$ cat src/core/dctc_pkg.sv
// constants shared by the dual-channel torque cutoff supervisor
package dctc_pkg;

  // clock rate
  localparam int CLK_HZ = 25_000_000;
  localparam int CLK_PER_MS = CLK_HZ / 1000;

  // channel filter: a channel is off after staying low longer than this
  localparam int FILT_TIME_MS = 2;
  localparam int FILT_CYCLES = FILT_TIME_MS * CLK_PER_MS;

  // discrepancy time before the channel mismatch alarm
  localparam int MISMATCH_TIME_S = 10;
  localparam int MISMATCH_CYCLES = MISMATCH_TIME_S * CLK_HZ;

  // brake-off delay setting counts in milliseconds
  localparam int BRK_TICK_TIME_MS = 1;
  localparam int BRK_TICK_CYCLES = BRK_TICK_TIME_MS * CLK_PER_MS;

  // counter widths
  localparam int FILT_CNT_W = 17;
  localparam int MIS_CNT_W = 28;
  localparam int TICK_CNT_W = 16;

  // register byte addresses
  localparam logic [11:0] ADDR_CONFIG = 12'h000;
  localparam logic [11:0] ADDR_CONTROL = 12'h004;
  localparam logic [11:0] ADDR_STATUS = 12'h008;
  localparam logic [11:0] ADDR_ACTIVE = 12'h00c;

  // config / active field positions
  localparam int CFG_STOP_LSB = 0;
  localparam int CFG_CLR_LSB = 4;
  localparam int CFG_DLY_LSB = 8;

  // control bits
  localparam int CTRL_APPLY_BIT = 0;

  // status bits
  localparam int ST_A_ON_BIT = 0;
  localparam int ST_B_ON_BIT = 1;
  localparam int ST_CUTOFF_BIT = 2;
  localparam int ST_FMON_BIT = 3;
  localparam int ST_ALARM_BIT = 4;
  localparam int ST_SAFE_BIT = 5;
  localparam int ST_MISMATCH_BIT = 6;
  localparam int ST_STATE_LSB = 8;

  // reset values
  localparam logic [1:0] STOP_RST = 2'h0;
  localparam logic [1:0] CLR_RST = 2'h0;
  localparam logic [7:0] DLY_RST = 8'h00;

  // stop method codes
  localparam logic [1:0] STOP_DB_COAST = 2'h0;
  localparam logic [1:0] STOP_DB_HOLD = 2'h1;
  localparam logic [1:0] STOP_COAST = 2'h2;

  // deviation clear codes
  localparam logic [1:0] CLR_OFF_CUTOFF = 2'h0;
  localparam logic [1:0] CLR_WITH_OT = 2'h2;

  typedef enum logic [3:0] {
    ST_SAFE = 4'b0001,
    ST_READY = 4'b0010,
    ST_RUN = 4'b0100,
    ST_BRKDLY = 4'b1000
  } dctc_state_e;

endpackage

$ cat src/core/dctc_chan_filter.sv
// one safety channel: two-stage synchroniser and low-time filter
`timescale 1ns/100ps
module dctc_chan_filter #(
  parameter int FILT_CYCLES = dctc_pkg::FILT_CYCLES
) (
  input wire logic pclk,
  input wire logic presetn,
  input wire logic chan_in,
  output logic chan_on
);
  import dctc_pkg::*;

  localparam logic [FILT_CNT_W-1:0] FILT_LIM = FILT_CNT_W'(FILT_CYCLES);

  logic sync1_q;
  logic sync2_q;
  logic [FILT_CNT_W-1:0] low_cnt_q;
  logic [FILT_CNT_W-1:0] low_cnt_d;
  logic on_q;
  logic on_d;

  // sync1_q feeds only sync2_q
  always_ff @(posedge pclk or negedge presetn) begin
    if (!presetn) begin
      sync1_q <= 1'b0;
      sync2_q <= 1'b0;
    end else begin
      sync1_q <= chan_in;
      sync2_q <= sync1_q;
    end
  end

  // low pulses shorter than the filter time never reach the output
  assign low_cnt_d = sync2_q ? '0 : ((low_cnt_q == FILT_LIM) ? low_cnt_q : low_cnt_q + 1'b1);
  assign on_d = sync2_q ? 1'b1 : ((low_cnt_q == FILT_LIM) ? 1'b0 : on_q);

  // starts off so the drive comes up gated
  always_ff @(posedge pclk or negedge presetn) begin
    if (!presetn) begin
      low_cnt_q <= '0;
      on_q <= 1'b0;
    end else begin
      low_cnt_q <= low_cnt_d;
      on_q <= on_d;
    end
  end

  assign chan_on = on_q;

endmodule // dctc_chan_filter

$ cat src/core/dctc_top.sv
// dual-channel torque cutoff supervisor with apb configuration
//
// The address map and register access over APB were chosen for this implementation.
`timescale 1ns/100ps
module dctc_top #(
  parameter int FILT_CYCLES = dctc_pkg::FILT_CYCLES,
  parameter int MISMATCH_CYCLES = dctc_pkg::MISMATCH_CYCLES,
  parameter int BRK_TICK_CYCLES = dctc_pkg::BRK_TICK_CYCLES
) (
  input wire logic pclk,
  input wire logic presetn,
  input wire logic psel,
  input wire logic penable,
  input wire logic pwrite,
  input wire logic [11:0] paddr,
  input wire logic [31:0] pwdata,
  output logic [31:0] prdata,
  output logic pready,
  output logic pslverr,
  input wire logic safety_channel_a,
  input wire logic safety_channel_b,
  input wire logic servo_on_request,
  input wire logic motor_moving,
  input wire logic overtravel,
  output logic power_stage_enable,
  output logic failure_monitor_output,
  output logic torque_cutoff_function,
  output logic drive_ready,
  output logic brake_release_output,
  output logic dynamic_brake_enable,
  output logic deviation_clear,
  output logic alarm_state,
  output logic safe_state_indication,
  output logic channel_mismatch_alarm
);
  import dctc_pkg::*;

  localparam logic [MIS_CNT_W-1:0] MIS_LIM = MIS_CNT_W'(MISMATCH_CYCLES);
  localparam logic [TICK_CNT_W-1:0] TICK_LIM = TICK_CNT_W'(BRK_TICK_CYCLES - 1);

  // filtered channels, index 0 is channel a
  logic [1:0] chan_raw;
  logic [1:0] chan_on;
  logic a_on;
  logic b_on;

  assign chan_raw = {safety_channel_b, safety_channel_a};

  // separate filters per channel so a fault in one cannot mask the other
  for (genvar gi = 0; gi < 2; gi++) begin : g_chan
    dctc_chan_filter #(
      .FILT_CYCLES(FILT_CYCLES)
    ) dctc_chan_filter_inst (
      .pclk(pclk),
      .presetn(presetn),
      .chan_in(chan_raw[gi]),
      .chan_on(chan_on[gi])
    );
  end

  assign a_on = chan_on[0];
  assign b_on = chan_on[1];

  // channel decode
  wire both_on = a_on & b_on;
  wire both_off = ~a_on & ~b_on;
  wire one_off = a_on ^ b_on;
  // a single filtered-off channel counts as both off for cutoff
  wire cutoff_req = ~both_on;

  // apb decode
  wire apb_access = psel & penable;
  wire apb_wr = apb_access & pwrite;
  wire apb_rd = apb_access & ~pwrite;
  wire hit_config = (paddr == ADDR_CONFIG);
  wire hit_control = (paddr == ADDR_CONTROL);
  wire hit_status = (paddr == ADDR_STATUS);
  wire hit_active = (paddr == ADDR_ACTIVE);
  wire hit_any = hit_config | hit_control | hit_status | hit_active;
  wire wr_config = apb_wr & hit_config;
  wire wr_control = apb_wr & hit_control;
  wire wr_status = apb_wr & hit_status;

  // software view of configuration
  logic [1:0] cfg_stop_q;
  logic [1:0] cfg_clr_q;
  logic [7:0] cfg_dly_q;
  // settings in force; only an apply command moves them, like a restart
  logic [1:0] act_stop_q;
  logic [1:0] act_clr_q;
  logic [7:0] act_dly_q;

  wire apply_cfg = wr_control & pwdata[CTRL_APPLY_BIT];

  always_ff @(posedge pclk or negedge presetn) begin
    if (!presetn) begin
      cfg_stop_q <= STOP_RST;
      cfg_clr_q <= CLR_RST;
      cfg_dly_q <= DLY_RST;
    end else if (wr_config) begin
      cfg_stop_q <= pwdata[CFG_STOP_LSB +: 2];
      cfg_clr_q <= pwdata[CFG_CLR_LSB +: 2];
      cfg_dly_q <= pwdata[CFG_DLY_LSB +: 8];
    end
  end

  always_ff @(posedge pclk or negedge presetn) begin
    if (!presetn) begin
      act_stop_q <= STOP_RST;
      act_clr_q <= CLR_RST;
      act_dly_q <= DLY_RST;
    end else if (apply_cfg) begin
      act_stop_q <= cfg_stop_q;
      act_clr_q <= cfg_clr_q;
      act_dly_q <= cfg_dly_q;
    end
  end

  // mismatch timer
  logic [MIS_CNT_W-1:0] mis_cnt_q;
  logic [MIS_CNT_W-1:0] mis_cnt_d;
  logic mismatch_q;
  logic mismatch_d;

  // while set, the alarm holds the supervisor in safe state until software clears it
  wire mis_expired = one_off & (mis_cnt_q == MIS_LIM);
  wire mis_clear = wr_status & pwdata[ST_MISMATCH_BIT];

  assign mis_cnt_d = !one_off ? '0 : (mis_expired ? mis_cnt_q : mis_cnt_q + 1'b1);
  // a new expiry beats a software clear in the same cycle
  assign mismatch_d = mis_expired ? 1'b1 : (mis_clear ? 1'b0 : mismatch_q);

  always_ff @(posedge pclk or negedge presetn) begin
    if (!presetn) begin
      mis_cnt_q <= '0;
      mismatch_q <= 1'b0;
    end else begin
      mis_cnt_q <= mis_cnt_d;
      mismatch_q <= mismatch_d;
    end
  end

  // brake-off delay: motor stays energised after brake drops on servo off
  dctc_state_e state_q;
  dctc_state_e state_d;
  logic [TICK_CNT_W-1:0] tick_cnt_q;
  logic [TICK_CNT_W-1:0] tick_cnt_d;
  logic [7:0] dly_cnt_q;
  logic [7:0] dly_cnt_d;

  wire in_dly = (state_q == ST_BRKDLY);
  wire ms_tick = in_dly & (tick_cnt_q == TICK_LIM);
  wire dly_done = in_dly & (dly_cnt_q >= act_dly_q);

  assign tick_cnt_d = (!in_dly || ms_tick) ? '0 : tick_cnt_q + 1'b1;
  assign dly_cnt_d = !in_dly ? 8'h00 : (ms_tick ? dly_cnt_q + 8'h01 : dly_cnt_q);

  always_ff @(posedge pclk or negedge presetn) begin
    if (!presetn) begin
      tick_cnt_q <= '0;
      dly_cnt_q <= 8'h00;
    end else begin
      tick_cnt_q <= tick_cnt_d;
      dly_cnt_q <= dly_cnt_d;
    end
  end

  // supervisor state
  always_comb begin
    state_d = state_q;
    case (state_q)
      ST_SAFE: begin
        // a pending servo-on must drop first to avoid an unexpected restart
        if (both_on && !mismatch_q && !servo_on_request) begin
          state_d = ST_READY;
        end
      end
      ST_READY: begin
        if (servo_on_request) begin
          state_d = ST_RUN;
        end
      end
      ST_RUN: begin
        if (!servo_on_request) begin
          state_d = (act_dly_q == 8'h00) ? ST_READY : ST_BRKDLY;
        end
      end
      ST_BRKDLY: begin
        if (servo_on_request) begin
          state_d = ST_RUN;
        end else if (dly_done) begin
          state_d = ST_READY;
        end
      end
      default: begin
        state_d = ST_SAFE;
      end
    endcase
    // cutoff overrides everything, including a running brake delay
    if (cutoff_req) begin
      state_d = ST_SAFE;
    end
  end

  always_ff @(posedge pclk or negedge presetn) begin
    if (!presetn) begin
      state_q <= ST_SAFE;
    end else begin
      state_q <= state_d;
    end
  end

  // outputs registered from the next state so cutoff acts one edge after filtering
  wire energise_d = (state_d == ST_RUN) | (state_d == ST_BRKDLY);
  wire safe_d = (state_d == ST_SAFE);
  wire stop_db = (act_stop_q == STOP_DB_HOLD) | ((act_stop_q == STOP_DB_COAST) & motor_moving);
  wire clr_ot = (act_clr_q == CLR_WITH_OT) & overtravel;
  // next values named once so the register groups below share one decode
  wire ready_d = (state_d == ST_READY);
  // the brake stays applied through the brake-off delay; only full run releases it
  wire brake_d = (state_d == ST_RUN);
  wire db_d = safe_d & stop_db;
  wire devclr_d = ~energise_d | clr_ot;

  logic pwr_q;
  logic fmon_q;
  logic cutoff_q;
  logic ready_q;
  logic brake_q;
  logic db_q;
  logic devclr_q;
  logic alarm_q;
  logic safe_ind_q;

  // drive-side outputs follow the supervisor state
  always_ff @(posedge pclk or negedge presetn) begin
    if (!presetn) begin
      pwr_q <= 1'b0;
      cutoff_q <= 1'b1;
      ready_q <= 1'b0;
      brake_q <= 1'b0;
      db_q <= 1'b0;
      devclr_q <= 1'b1;
    end else begin
      pwr_q <= energise_d;
      cutoff_q <= safe_d;
      ready_q <= ready_d;
      brake_q <= brake_d;
      db_q <= db_d;
      devclr_q <= devclr_d;
    end
  end

  // channel-status outputs follow the filtered channels only, not the state
  always_ff @(posedge pclk or negedge presetn) begin
    if (!presetn) begin
      fmon_q <= 1'b0;
      alarm_q <= 1'b0;
      safe_ind_q <= 1'b0;
    end else begin
      fmon_q <= both_off;
      alarm_q <= one_off;
      safe_ind_q <= both_off;
    end
  end

  assign power_stage_enable = pwr_q;
  assign failure_monitor_output = fmon_q;
  assign torque_cutoff_function = cutoff_q;
  assign drive_ready = ready_q;
  assign brake_release_output = brake_q;
  assign dynamic_brake_enable = db_q;
  assign deviation_clear = devclr_q;
  assign alarm_state = alarm_q;
  assign safe_state_indication = safe_ind_q;
  assign channel_mismatch_alarm = mismatch_q;

  // read mux
  wire [31:0] config_word = {16'h0000, cfg_dly_q, 2'h0, cfg_clr_q, 2'h0, cfg_stop_q};
  wire [31:0] active_word = {16'h0000, act_dly_q, 2'h0, act_clr_q, 2'h0, act_stop_q};
  wire [31:0] status_word = {20'h00000, state_q, 1'b0, mismatch_q, safe_ind_q, alarm_q,
                             fmon_q, cutoff_q, b_on, a_on};
  logic [31:0] rd_word;

  always_comb begin
    if (hit_config) begin
      rd_word = config_word;
    end else if (hit_status) begin
      rd_word = status_word;
    end else if (hit_active) begin
      rd_word = active_word;
    end else begin
      // control is write-only and reads back zero
      rd_word = 32'h00000000;
    end
  end

  logic [31:0] prdata_q;

  // read data is captured in setup so it is stable through the access phase
  always_ff @(posedge pclk or negedge presetn) begin
    if (!presetn) begin
      prdata_q <= 32'h00000000;
    end else if (psel && !penable && !pwrite) begin
      prdata_q <= rd_word;
    end
  end

  assign prdata = apb_rd ? prdata_q : 32'h00000000;
  assign pready = 1'b1;
  // unaligned addresses miss every register and so answer with an error too
  assign pslverr = apb_access & ~hit_any;

endmodule // dctc_top

$ cat config.mk
export PLATFORM = sky130hd
export DESIGN_NAME = dctc_top
export DESIGN_NICKNAME = d
export VERILOG_FILES = /design/src/core/dctc_pkg.sv /design/src/core/dctc_chan_filter.sv /design/src/core/dctc_top.sv
export SDC_FILE = /design/constraint.sdc
export NUM_CORES = 1
export LEC_CHECK = 0
export ABC_AREA = 1
export BUFFER_PORTS_ARGS = -buffer_cell sky130_fd_sc_hd__buf_2
export CORE_MARGIN = 4
export CORE_UTILIZATION = 50
export CTS_BUF_LIST = sky130_fd_sc_hd__clkbuf_4 sky130_fd_sc_hd__clkbuf_8
export DETAILED_ROUTE_END_ITERATION = 8
export PLACE_DENSITY = 0.68
export SETUP_SLACK_MARGIN = 0.4
export SLEW_MARGIN = 20
export SYNTH_ARGS = -nofsm -noshare
export SYNTH_HDL_FRONTEND = slang
export SYNTH_SLANG_ARGS = --single-unit
$ cat constraint.sdc
create_clock -name pclk -period 2.15 [get_ports pclk]
set_input_delay 0.43 -clock pclk [delete_from_list [all_inputs] [get_ports pclk]]
set_output_delay 0.43 -clock pclk [all_outputs]
set_load 0.03 [all_outputs]
==> impl_metrics.ini <==
[outcome]
status = finished, final reports clean

[synthesis]
async_flop_share_pct = 100
synth_top_family_by_area = simple AND/OR/NAND/NOR gates
synth_area_leader_cell = dfrtp_1
synth-main-ff-cell = dfrtp_1
ys_seq_area_share_pct = 46.8
yosys.area_share.adder_pct = 2.92
synth_edf_count = 0
yosys-top-cells-area = dfrtp_1 46%, nor2_1 8.2%, nand2_1 7.8%
synth_compound_area_share_pct = 9.05
synth.area.mux_share_pct = 0
syn_area_sq_um = 7700
synth_cell_type_count = 41
synthSimpleGateAreaFrac_pct = 28.3
ys_warn_count = 0
syn_area_per_cell_sq_um = 7.82
synth-seq-cells = 144
synthCells = 985
synth_top_area_share_pct = 45.8
synthXorXnorAreaFrac_pct = 3.07

[placement]
post-dp-hpwl_mm = 12.0
port_buffers = 60
dp_cells = 1230
place_congestion = 0.877
place_ws_ps = 253

[timing]
rsz0062_at_grt = true
final_max_slew_viol_count = 0
finalHoldViolCount = 0
period_share_pct = 78.8
setup_tns_ps = 0
period_minus_slack_ps = 1690
fmax_ghz = 0.590
setup-violations-final = 0
hold_ws_ps = 81.3
fin_skew_ps = 11.0
finalWorstSetupSlack_ps = 456

[die]
row_count = 45
die_h_um = 132
initial_core_util_pct = 50.9
core_sq_um = 15100
dieArea_sq_um = 17500
die_w_um = 132
io_pins = 98

[cells_and_area]
diodes = 0
final_cells = 1270
fillers = 1370
nets = 1141
multi_input_area_sq_um = 3550
ff_latch_area_sq_um = 3610
area_growth_pct = 15.8
drive_above_1_share_pct = 17.6

[global_route]
track_usage_pct = 19.7
grt_pass1_vias = 6193
grt_pass1_wl_mm = 28.5
antenna_found_initial = 0
grt_overflow_total = 0
grt_max_degree = 48

[clock_network]
cts_buffers = 17
clk_pin_slew_ps = 80
clk_latency_ps = 450
htreeDepth = 4
cts.sinks = 144
cts_tree = done
cts_root_buf = clkbuf_8
clockBufferDepth = 2

[power]
ir_drop_v = 0.000445
power_density_nw_per_um2 = 582
p_int_uw = 3930
swShare_pct = 24.3
seqPwrFrac_pct = 52.9
p_switching_uw = 1260
combPwrFrac_pct = 5.1
power.leakage_uw = 0.00407
clkPwrFrac_pct = 42.0

[route]
ant_nets = 0
drt_iter0_drc = 442
drc = 0
wl_mm = 16.8
vias = 6423
drt_pass1_iterations = 5
wire_per_inst_um = 13.2
via_per_inst = 5.06

[setup_path]
cp-end-kind = primary output
required_ps = 1720
crit_arrival_ps = 1260
path_max_fanout = 3
crit_type = input pin to primary output
start_kind = input pin

[job]
timing.max_cap.violations = 0

[worst_hold_path]
hold_path_class = input pin to register
[metal layers]
layer | wire length (um) | track usage [%] | vias to the layer above
met5 | 0 | 0 | -
met4 | 303 | 5.54 | 0
met3 | 513 | 4.92 | 24
met2 | 8100 | 32.1 | 93
met1 | 7870 | 26.4 | 2996
li1 | - | - | 3310
[cells in the mapped netlist, types with 2 or more instances]
library cell and instances:
ha_1 18, nor3_1 32, o21ai_1 48, buf_6 2
buf_2 5, nand3_1 82, a21o_1 2, nand2_1 160
clkinv_1 2, or2_2 2, nor2_2 2, clkbuf_1 12
inv_1 120, nor4_1 2, a211oi_1 2, xnor2_1 6
o21ai_2 8, buf_4 20, a31oi_1 2, inv_2 12
nor3b_1 4, nand4_1 28, dfrtp_1 141, a21oi_1 32
nand2_2 8, o21a_1 2, xor2_1 21, nor2_1 168
dfstp_2 3, nand3b_1 4, o31ai_1 4, o21ai_0 21
conb_1 2
[critical path: stages]
cell,delay (ps)
buf_8,100
nor2_4,140
nand3_2,100
nor3_4,170
nand3b_1,140
nor2_2,50
buf_6,130
[stage by stage]
stage                     utilization [%]  instance area (sq um)  total power [uW]
final                                58.9                   8920              5190
after global routing                 58.9                   8920              5410
after CTS                            57.8                   8750              5250
after detailed placement             54.6                   8270              3040
after global placement               54.6                   8270              3040
after floorplan                         -                   7770              2930
[timing repair]
action                                 CTS  global route
gates resized for setup                 12            40
buffers inserted                         2             5
cloned                                   0             0
endpoints found under the hold margin   42             0
hold buffers                             1             0
setup endpoints to repair               20            48
pin swaps                                3            11
[flip-flops by register name, summed over array words and instances, names as in the netlist, 2 cells and up]
register / count
dly_cnt_q: 8
g_chan.dctc_chan_filter_inst.low_cnt_q: 34
g_chan.dctc_chan_filter_inst.sync1_q: 2
act_dly_q: 8
act_stop_q: 2
prdata_q: 15
cfg_dly_q: 8
state_q: 4
cfg_stop_q: 2
cfg_clr_q: 2
g_chan.dctc_chan_filter_inst.chan_on: 2
act_clr_q: 2
mis_cnt_q: 28
g_chan.dctc_chan_filter_inst.sync2_q: 2
tick_cnt_q: 16
[cell families after synthesis]
family | after synthesis
flops | 144
fa+ha+maj | 18
buf+inv | 173
other cells | 2
simple gates | 496
xor+xnor | 27
compound gates | 125
[layout by cell type, fill, tap and decap left out, types with 12 or more instances in the layout]
master / count
inv_1: 118
buf_4: 27
conb_1: 18
nor2_1: 153
ha_1: 18
clkbuf_8: 20
inv_2: 14
nor3_1: 30
nor2_2: 12
nand2_2: 13
nand4_1: 28
o21ai_1: 49
o21ai_0: 20
dfrtp_1: 141
xor2_1: 21
buf_2: 50
nand2_1: 155
nand3_1: 77
a21oi_1: 32
[final cells by class]
type	instances	area share, %
clock buffers	20	3.09
clock inverters	12	1.47
inverters	134	5.64
multi-input cells	684	39.9
flip-flops and latches	144	40.5
well taps	188	2.64
repair buffers	88	6.85
[final timing paths]
path                                                               from  slack (ps)                                      end  depth (start not counted)
worst max-delay path                                           paddr[0]         460                                  pslverr                          7
worst min-delay path                                   safety_channel_a          80  g_chan[0].dctc_chan_filter_inst.sync1_q                          1
worst max register to register                             mis_cnt_q[0]         520                            mis_cnt_q[14]                         10
worst min register to register  g_chan[1].dctc_chan_filter_inst.sync1_q         350  g_chan[1].dctc_chan_filter_inst.sync2_q                          0
max in group asynchronous                                       presetn         970                               state_q[0]                          3
min in group asynchronous                                       presetn         490                             prdata_q[13]                          2
[power groups by stage]
stage | clock, uW | sequential, uW | combinational [uW]
final | 2180 | 2740 | 266
after detailed placement | 0 | 2800 | 247
after CTS | 2250 | 2740 | 254
after global placement | 0 | 2800 | 244
after global routing | 2370 | 2740 | 298
after floorplan | 0 | 2800 | 137
No activity file was read; power rests on OpenSTA's default activity.
